`src/inc/tps_defines.svh`:
```
// Constants for the target port stream interface
// Contract
// - Beat moves when valid and ready high
// - Last flag marks final beat only
// - Header format request keep all ones
// - Raw format keep full except last
// - Keep bit i qualifies byte i
// - Header sideband: source high, destination low
// - Eight-bit IDs zero-pad upper byte
// - Sideband meaningful on first beat only
// - Raw sideband bit 1 carries critical flow
// - User holds header response keep ones
// - User raw response keep full except last
// - User response IDs on first beat
// - User bit 1 requests critical flow
`ifndef TPS_DEFINES_SVH
`define TPS_DEFINES_SVH
`define TPS_DATA_W 64
`define TPS_KEEP_W 8
`define TPS_USER_W 32
`define TPS_KEEP_FULL 8'hff
`define TPS_SRC_HI 31
`define TPS_SRC_LO 16
`define TPS_DST_HI 15
`define TPS_DST_LO 0
`define TPS_CRF_BIT 1
`endif

```
`src/inc/tps_pkg.sv`:
```
// Types for the target port stream interface
package tps_pkg;
    typedef enum logic {
        TPS_FMT_HEADER = 1'b0,
        TPS_FMT_RAW = 1'b1
    } tps_fmt_t;
    typedef enum logic {
        TPS_ST_FIRST = 1'b0,
        TPS_ST_BODY = 1'b1
    } tps_pos_t;
endpackage

```
`src/inc/tps_if.sv`:
```
// Request and response streams between the device end and the user end
`timescale 1ns/1ps
`include "tps_defines.svh"
interface tps_if;
    logic req_valid;
    logic req_ready;
    logic [`TPS_DATA_W-1:0] req_data;
    logic [`TPS_KEEP_W-1:0] req_keep;
    logic req_last;
    logic [`TPS_USER_W-1:0] req_user;
    logic rsp_valid;
    logic rsp_ready;
    logic [`TPS_DATA_W-1:0] rsp_data;
    logic [`TPS_KEEP_W-1:0] rsp_keep;
    logic rsp_last;
    logic [`TPS_USER_W-1:0] rsp_user;
    modport dev (
        output req_valid, req_data, req_keep, req_last, req_user, rsp_ready,
        input req_ready, rsp_valid, rsp_data, rsp_keep, rsp_last, rsp_user
    );
    modport usr (
        input req_valid, req_data, req_keep, req_last, req_user, rsp_ready,
        output req_ready, rsp_valid, rsp_data, rsp_keep, rsp_last, rsp_user
    );
endinterface

```
`src/rtl/tps_dev.sv`:
```
// Device end: presents inbound requests, accepts user responses
`timescale 1ns/1ps
`include "tps_defines.svh"
module tps_dev (
    input wire logic clock,
    input wire logic rst,
    input wire logic ce,
    tps_if.dev link,
    // Inbound request from the logical layer
    input wire logic in_valid,
    output logic in_ready,
    input wire logic [`TPS_DATA_W-1:0] in_data,
    input wire logic [3:0] in_nbytes,
    input wire logic in_last,
    input wire logic [15:0] in_src_id,
    input wire logic [15:0] in_dst_id,
    input wire logic in_crf,
    input wire logic id_8bit,
    input wire logic fmt_raw,
    // Response handed to the logical layer
    output logic out_valid,
    input wire logic out_ready,
    output logic [`TPS_DATA_W-1:0] out_data,
    output logic [`TPS_KEEP_W-1:0] out_keep,
    output logic out_last,
    output logic [15:0] out_src_id,
    output logic [15:0] out_dst_id,
    output logic out_crf
);
    // ----------------------------------------
    // Helpers
    // ----------------------------------------
    // Keep mask from byte count, bit i for byte i
    function automatic logic [`TPS_KEEP_W-1:0] keep_of(input logic [3:0] n);
        logic [`TPS_KEEP_W-1:0] k;
        k = '0;
        for (int i = 0; i < `TPS_KEEP_W; i++) begin
            if (4'(i) < n) begin
                k[i] = 1'b1;
            end
        end
        return k;
    endfunction

    // Zero-pad upper byte for 8-bit IDs
    function automatic logic [15:0] pad_id(input logic [15:0] id, input logic short);
        return short ? {8'h00, id[7:0]} : id;
    endfunction

    // ----------------------------------------
    // Request stream
    // ----------------------------------------
    logic req_valid_q;
    logic [`TPS_DATA_W-1:0] req_data_q;
    logic [`TPS_KEEP_W-1:0] req_keep_q;
    logic req_last_q;
    logic [`TPS_USER_W-1:0] req_user_q;
    tps_pkg::tps_pos_t req_pos_q;
    wire req_slot_free = !req_valid_q || link.req_ready;
    wire req_load = in_valid && req_slot_free;
    wire tps_pkg::tps_fmt_t fmt = fmt_raw ? tps_pkg::TPS_FMT_RAW : tps_pkg::TPS_FMT_HEADER;
    wire [`TPS_KEEP_W-1:0] req_keep_d = (fmt == tps_pkg::TPS_FMT_RAW && in_last) ?
        keep_of(in_nbytes) : `TPS_KEEP_FULL;
    wire [`TPS_USER_W-1:0] hdr_user = {pad_id(in_src_id, id_8bit),
        pad_id(in_dst_id, id_8bit)};
    wire [`TPS_USER_W-1:0] raw_user = {30'h0, in_crf, 1'b0};
    wire first_in = (req_pos_q == tps_pkg::TPS_ST_FIRST);
    wire [`TPS_USER_W-1:0] req_user_d = !first_in ? '0 :
        (fmt == tps_pkg::TPS_FMT_RAW ? raw_user : hdr_user);

    assign in_ready = req_slot_free && ce;

    // Output register, held until accepted
    always_ff @(posedge clock) begin
        if (rst) begin
            req_valid_q <= 1'b0;
            req_data_q <= '0;
            req_keep_q <= `TPS_KEEP_FULL;
            req_last_q <= 1'b0;
            req_user_q <= '0;
            req_pos_q <= tps_pkg::TPS_ST_FIRST;
        end else if (ce) begin
            if (req_load) begin
                req_valid_q <= 1'b1;
                req_data_q <= in_data;
                req_keep_q <= req_keep_d;
                req_last_q <= in_last;
                req_user_q <= req_user_d;
                req_pos_q <= in_last ? tps_pkg::TPS_ST_FIRST : tps_pkg::TPS_ST_BODY;
            end else if (link.req_ready) begin
                req_valid_q <= 1'b0;
            end
        end
    end

    assign link.req_valid = req_valid_q;
    assign link.req_data = req_data_q;
    assign link.req_keep = req_keep_q;
    assign link.req_last = req_last_q;
    assign link.req_user = req_user_q;

    // ----------------------------------------
    // Response stream
    // ----------------------------------------
    logic rsp_ready_q;
    tps_pkg::tps_pos_t rsp_pos_q;
    logic [`TPS_USER_W-1:0] rsp_user_first_q;
    wire rsp_take = link.rsp_valid && rsp_ready_q && ce;
    wire rsp_first = (rsp_pos_q == tps_pkg::TPS_ST_FIRST);
    wire [`TPS_USER_W-1:0] rsp_user_eff = rsp_first ? link.rsp_user : rsp_user_first_q;
    wire out_free = !out_valid || out_ready;

    // Ready only when the output slot is sure to be empty at the next edge
    always_ff @(posedge clock) begin
        if (rst) begin
            rsp_ready_q <= 1'b0;
        end else if (ce) begin
            rsp_ready_q <= out_free && !rsp_take;
        end
    end
    assign link.rsp_ready = rsp_ready_q;

    // Capture accepted response beats
    always_ff @(posedge clock) begin
        if (rst) begin
            out_valid <= 1'b0;
            out_data <= '0;
            out_keep <= '0;
            out_last <= 1'b0;
            out_src_id <= '0;
            out_dst_id <= '0;
            out_crf <= 1'b0;
            rsp_pos_q <= tps_pkg::TPS_ST_FIRST;
            rsp_user_first_q <= '0;
        end else if (ce) begin
            if (rsp_take) begin
                out_valid <= 1'b1;
                out_data <= link.rsp_data;
                out_keep <= fmt_raw ? link.rsp_keep : `TPS_KEEP_FULL;
                out_last <= link.rsp_last;
                out_src_id <= rsp_user_eff[`TPS_SRC_HI:`TPS_SRC_LO];
                out_dst_id <= rsp_user_eff[`TPS_DST_HI:`TPS_DST_LO];
                out_crf <= fmt_raw & rsp_user_eff[`TPS_CRF_BIT];
                rsp_pos_q <= link.rsp_last ? tps_pkg::TPS_ST_FIRST : tps_pkg::TPS_ST_BODY;
                if (rsp_first) begin
                    rsp_user_first_q <= link.rsp_user;
                end
            end else if (out_ready) begin
                out_valid <= 1'b0;
            end
        end
    end
endmodule

```
`src/flat_wrapper.sv`:
```
// flat-port wrapper written by rule: the top's interface ports become plain ports
module tps_dev_flat 
  (clock, rst, ce, in_valid, in_ready, in_data, in_nbytes, in_last, in_src_id, in_dst_id, in_crf, id_8bit, fmt_raw, out_valid, out_ready, out_data, out_keep, out_last, out_src_id, out_dst_id, out_crf, link_req_valid, link_req_data, link_req_keep, link_req_last, link_req_user, link_rsp_ready, link_req_ready, link_rsp_valid, link_rsp_data, link_rsp_keep, link_rsp_last, link_rsp_user);
  tps_if link_i ();
  input wire logic clock;
  input wire logic rst;
  input wire logic ce;
  input wire logic in_valid;
  output logic in_ready;
  input wire logic [`TPS_DATA_W-1:0] in_data;
  input wire logic [3:0] in_nbytes;
  input wire logic in_last;
  input wire logic [15:0] in_src_id;
  input wire logic [15:0] in_dst_id;
  input wire logic in_crf;
  input wire logic id_8bit;
  input wire logic fmt_raw;
  output logic out_valid;
  input wire logic out_ready;
  output logic [`TPS_DATA_W-1:0] out_data;
  output logic [`TPS_KEEP_W-1:0] out_keep;
  output logic out_last;
  output logic [15:0] out_src_id;
  output logic [15:0] out_dst_id;
  output logic out_crf;
  output wire logic [$bits(link_i.req_valid)-1:0] link_req_valid;
  output wire logic [$bits(link_i.req_data)-1:0] link_req_data;
  output wire logic [$bits(link_i.req_keep)-1:0] link_req_keep;
  output wire logic [$bits(link_i.req_last)-1:0] link_req_last;
  output wire logic [$bits(link_i.req_user)-1:0] link_req_user;
  output wire logic [$bits(link_i.rsp_ready)-1:0] link_rsp_ready;
  input wire logic [$bits(link_i.req_ready)-1:0] link_req_ready;
  input wire logic [$bits(link_i.rsp_valid)-1:0] link_rsp_valid;
  input wire logic [$bits(link_i.rsp_data)-1:0] link_rsp_data;
  input wire logic [$bits(link_i.rsp_keep)-1:0] link_rsp_keep;
  input wire logic [$bits(link_i.rsp_last)-1:0] link_rsp_last;
  input wire logic [$bits(link_i.rsp_user)-1:0] link_rsp_user;
  assign link_req_valid = link_i.req_valid;
  assign link_req_data = link_i.req_data;
  assign link_req_keep = link_i.req_keep;
  assign link_req_last = link_i.req_last;
  assign link_req_user = link_i.req_user;
  assign link_rsp_ready = link_i.rsp_ready;
  assign link_i.req_ready = link_req_ready;
  assign link_i.rsp_valid = link_rsp_valid;
  assign link_i.rsp_data = link_rsp_data;
  assign link_i.rsp_keep = link_rsp_keep;
  assign link_i.rsp_last = link_rsp_last;
  assign link_i.rsp_user = link_rsp_user;
  tps_dev u_core (.clock(clock), .rst(rst), .ce(ce), .link(link_i), .in_valid(in_valid), .in_ready(in_ready), .in_data(in_data), .in_nbytes(in_nbytes), .in_last(in_last), .in_src_id(in_src_id), .in_dst_id(in_dst_id), .in_crf(in_crf), .id_8bit(id_8bit), .fmt_raw(fmt_raw), .out_valid(out_valid), .out_ready(out_ready), .out_data(out_data), .out_keep(out_keep), .out_last(out_last), .out_src_id(out_src_id), .out_dst_id(out_dst_id), .out_crf(out_crf));
endmodule
```
`config.mk`:
```
export PLATFORM = sky130hd
export DESIGN_NAME = tps_dev_flat
export DESIGN_NICKNAME = d
export VERILOG_FILES = /design/src/inc/tps_pkg.sv /design/src/inc/tps_if.sv /design/src/rtl/tps_dev.sv /design/src/flat_wrapper.sv
export VERILOG_INCLUDE_DIRS = /design/src /design/src/inc
export SDC_FILE = /design/constraint.sdc
export NUM_CORES = 1
export LEC_CHECK = 0
export BUFFER_PORTS_ARGS = -buffer_cell sky130_fd_sc_hd__buf_2
export CORE_AREA = 10 10 158 160
export DETAILED_ROUTE_END_ITERATION = 6
export DIE_AREA = 0 0 168 170
export GPL_ROUTABILITY_DRIVEN = 0
export GPL_TIMING_DRIVEN = 0
export PLACE_DENSITY = 0.68
export SKIP_CTS_REPAIR_TIMING = 1
export SYNTH_ARGS = -nofsm -noshare
export SYNTH_HDL_FRONTEND = slang
export SYNTH_SLANG_ARGS = --single-unit
```
`constraint.sdc`:
```
create_clock -name clock -period 2.2 [get_ports clock]
set_input_delay 0.11 -clock clock [delete_from_list [all_inputs] [get_ports clock]]
set_output_delay 0.11 -clock clock [all_outputs]
set_load 0.01 [all_outputs]
```
==> run_results.csv <==
group,metric,value,unit
status,outcome,"complete, but fails checks",
status,failed_checks,"hold timing",
global_routing,grt_use_met1,23.9,%
global_routing,grt_antenna_before_repair,4,
sta,min_period,2040,ps
drt,drc,0,
logic_synthesis,yosys.area.top_type_share,54.4,%
placement,place_hpwl,26700,microns
sta,tns,0,ps
global_routing,grt_pass1_vias,8743,
drt,drt_iter0_markers,948,
sta,max-slew-margin-rel,46.5,%
global_routing,grt_use_total,22.1,%
floorplan,core,21700,sq um
cts,cts_buffer_depth,3,
floorplan,start_util,36.7,%
floorplan,die_area,28600,sq um
hold_path,hp-class,"primary input to register",
global_routing,grtUsageMet2,38.5,%
logic_synthesis,synth-warning-count,0,
global_routing,use_met3,9.21,%
sta,whs,-17.2,ps
cells_and_area,nNetsFinal,1861,
logic_synthesis,synth.avg_cell_area,8.13,sq um
drt,dr.pass1.iters,5,
worst_setup_path,crit_buf_inv,3,
cts,path_clk_slew,50,ps
logic_synthesis,synth_fp_nets,1195,
cells_and_area,layout-drive-gt1-share,31.0,%
power,p_per_area,729,nW/um^2
worst_setup_path,cp-start-kind,"register",
logic_synthesis,ys_seq_elements,216,
drt,via_per_inst,5.19,
cts,cts_tree,"yes",
worst_setup_path,cp.arrival,1930,ps
floorplan,io_pins,431,
power,power,0.00980,W
sta,period_share,92.7,%
cells_and_area,area_growth,69.0,%
drt,dr_total_vias,10102,
drt,ant_nets,0,
sta,hold_viol_final,3,
worst_setup_path,path_cells,"nand2b_1, buf_2, clkbuf_1, and2_1, buf_2",
cells_and_area,layout.cells.most_common,"buf_2",
power,ir_drop,0.000644,V
drt,drt-total-wl,39500,microns
worst_setup_path,path_delay_family,"buffers and inverters",
cts,htreeDepth,1,
sta,max_freq,490,MHz
sta,finalMaxSlewViolations,0,
cts,clock_latency,530,ps
worst_setup_path,cp-end-kind,"output pin",
cts,cts.sink_count,216,
drt,wire_per_inst,20.3,microns
global_routing,busiest_layer,"met2",
flow_run,max_cap_violations,0,
worst_setup_path,worst_path_max_delay_cell,"clkbuf_1",
sta,setup_viol,0,
global_routing,grt_overflow,0,
floorplan,die_y,170,microns
logic_synthesis,yosysSeqAreaShare,54.4,%
worst_setup_path,critPathMostFrequentCell,"buf_2",
cts,clockRootBuffer,"clkbuf_16",
logic_synthesis,syn_area,7960,sq um
logic_synthesis,syn_inst,979,
sta,skew,19.4,ps
global_routing,grt_pass1_wl,50900,microns
logic_synthesis,synth_area_leaders,"dfxtp_1 54%, a21oi_1 13%, nand2_1 9.4%",
cells_and_area,fillers,1785,
power,leakage,5.88,nW
floorplan,die_w,168,microns
floorplan,fp-row-count,54,
logic_synthesis,synth_top_area_cell,"dfxtp_1",
logic_synthesis,ys_types,34,
sta,rsz0062_at_grt,"false",
worst_setup_path,path_class,"register to output pin",
cells_and_area,final_cell_mix,"467 x buf_2, 216 x dfxtp_1, 210 x dlygate4sd3_1, 203 x a21oi_1, 200 x nand2_1",
worst_setup_path,slowest_delay,390,ps
sta,tightestPinTransition,803,ps
worst_setup_path,cp_max_fo,10,
cells_and_area,post-route-util,62.0,%
placement,port_buffers,429,
cts,cts_buffers,25,
worst_setup_path,cp.required,2090,ps
global_routing,grt_max_degree,13,
==> Yosys cell counts <==
library cell	count
o21ai_1	3
mux2_2	1
a22oi_1	5
buf_6	1
nand2_2	1
inv_1	1
buf_4	5
dfxtp_1	216
a21oi_1	203
nand3b_1	1
o21ai_0	98
nand2b_1	4
buf_2	38
and3_1	1
and4b_1	1
nand2_1	200
nor4_1	2
a31oi_1	1
mux2i_1	1
nand4_1	31
nand4b_1	1
or3_1	1
buf_1	4
a32oi_1	1
clkbuf_1	48
nand3_1	68
and2_1	2
nor3_1	11
nor2_1	17
nor3b_1	8
nor2b_4	1
nor3_2	1
a211oi_1	1
or4_1	1
==> worst paths after layout <==
path,from,end,slack [ps],cells after the start
max,u_core.link.req_valid$_SDFFE_PP0P_,in_ready,160,5
min,link_req_ready,u_core.link.req_valid$_SDFFE_PP0P_,-20,4
max reg2reg,u_core.link.req_valid$_SDFFE_PP0P_,u_core.link.req_keep[0]$_SDFFE_PP1P_,210,6
min reg2reg,u_core.out_data[16]$_SDFFE_PP0P_,u_core.out_data[16]$_SDFFE_PP0P_,450,2
==> state kept, by name, indices dropped and copies added, names as in the netlist, 8 cells and up <==
signal / cells
u_core.out_keep: 8
u_core.rsp_user_first_q: 32
u_core.out_data: 64
u_core.link.req_data: 64
u_core.link.req_user: 32
u_core.link.req_keep: 8
==> worst reg2reg max path, delay by kind of cell, from the launching register on <==
family	cells	cell delay, ps
compound gates	1	210
buf+inv	3	1140
flops	1	330
simple gates	2	270
==> routing by layer <==
metal | vias to the layer above | share of wire (%)
met2 | 561 | 50
li1 | 4716 | -
met3 | 105 | 10
met5 | - | 0.081
met4 | 4 | 3.6
met1 | 4716 | 37
==> power by group <==
part	internal (W)	switching, W	leakage, nW
logic	0.000595	0.000636	3.70
clock network	0.00280	0.00167	0.425
registers	0.00404	0.0000663	1.75
==> cell type report <==
class / count / area, sq um / area share, %
clock inverters: 9 / 180 / 1.34
repair buffers: 639 / 4250 / 31.6
flip-flops and latches: 216 / 4320 / 32.2
well taps: 280 / 350 / 2.61
plain buffers: 96 / 434 / 3.23
diodes: 5 / 12.5 / 0.0931
inverters: 1 / 3.75 / 0.0279
clock buffers: 33 / 696 / 5.17
multi-input cells: 666 / 3190 / 23.8
==> cells by family after synthesis <==
logic type      Yosys count  share of synthesized area [%]
compound gates          312                           19.9
buf+inv                  97                           5.50
flops                   216                           54.4
mux                       2                          0.267
simple gates            352                           20.0
==> through the flow <==
step	instance area [sq um]	setup WS, ps	instances
floorplan	7960	911	979
global placement	10500	434	1688
detailed placement	10500	405	1688
CTS	11300	162	1730
global route	13400	47.8	1942
finish	13400	160	1945
Power figures use the tool's default switching activity.
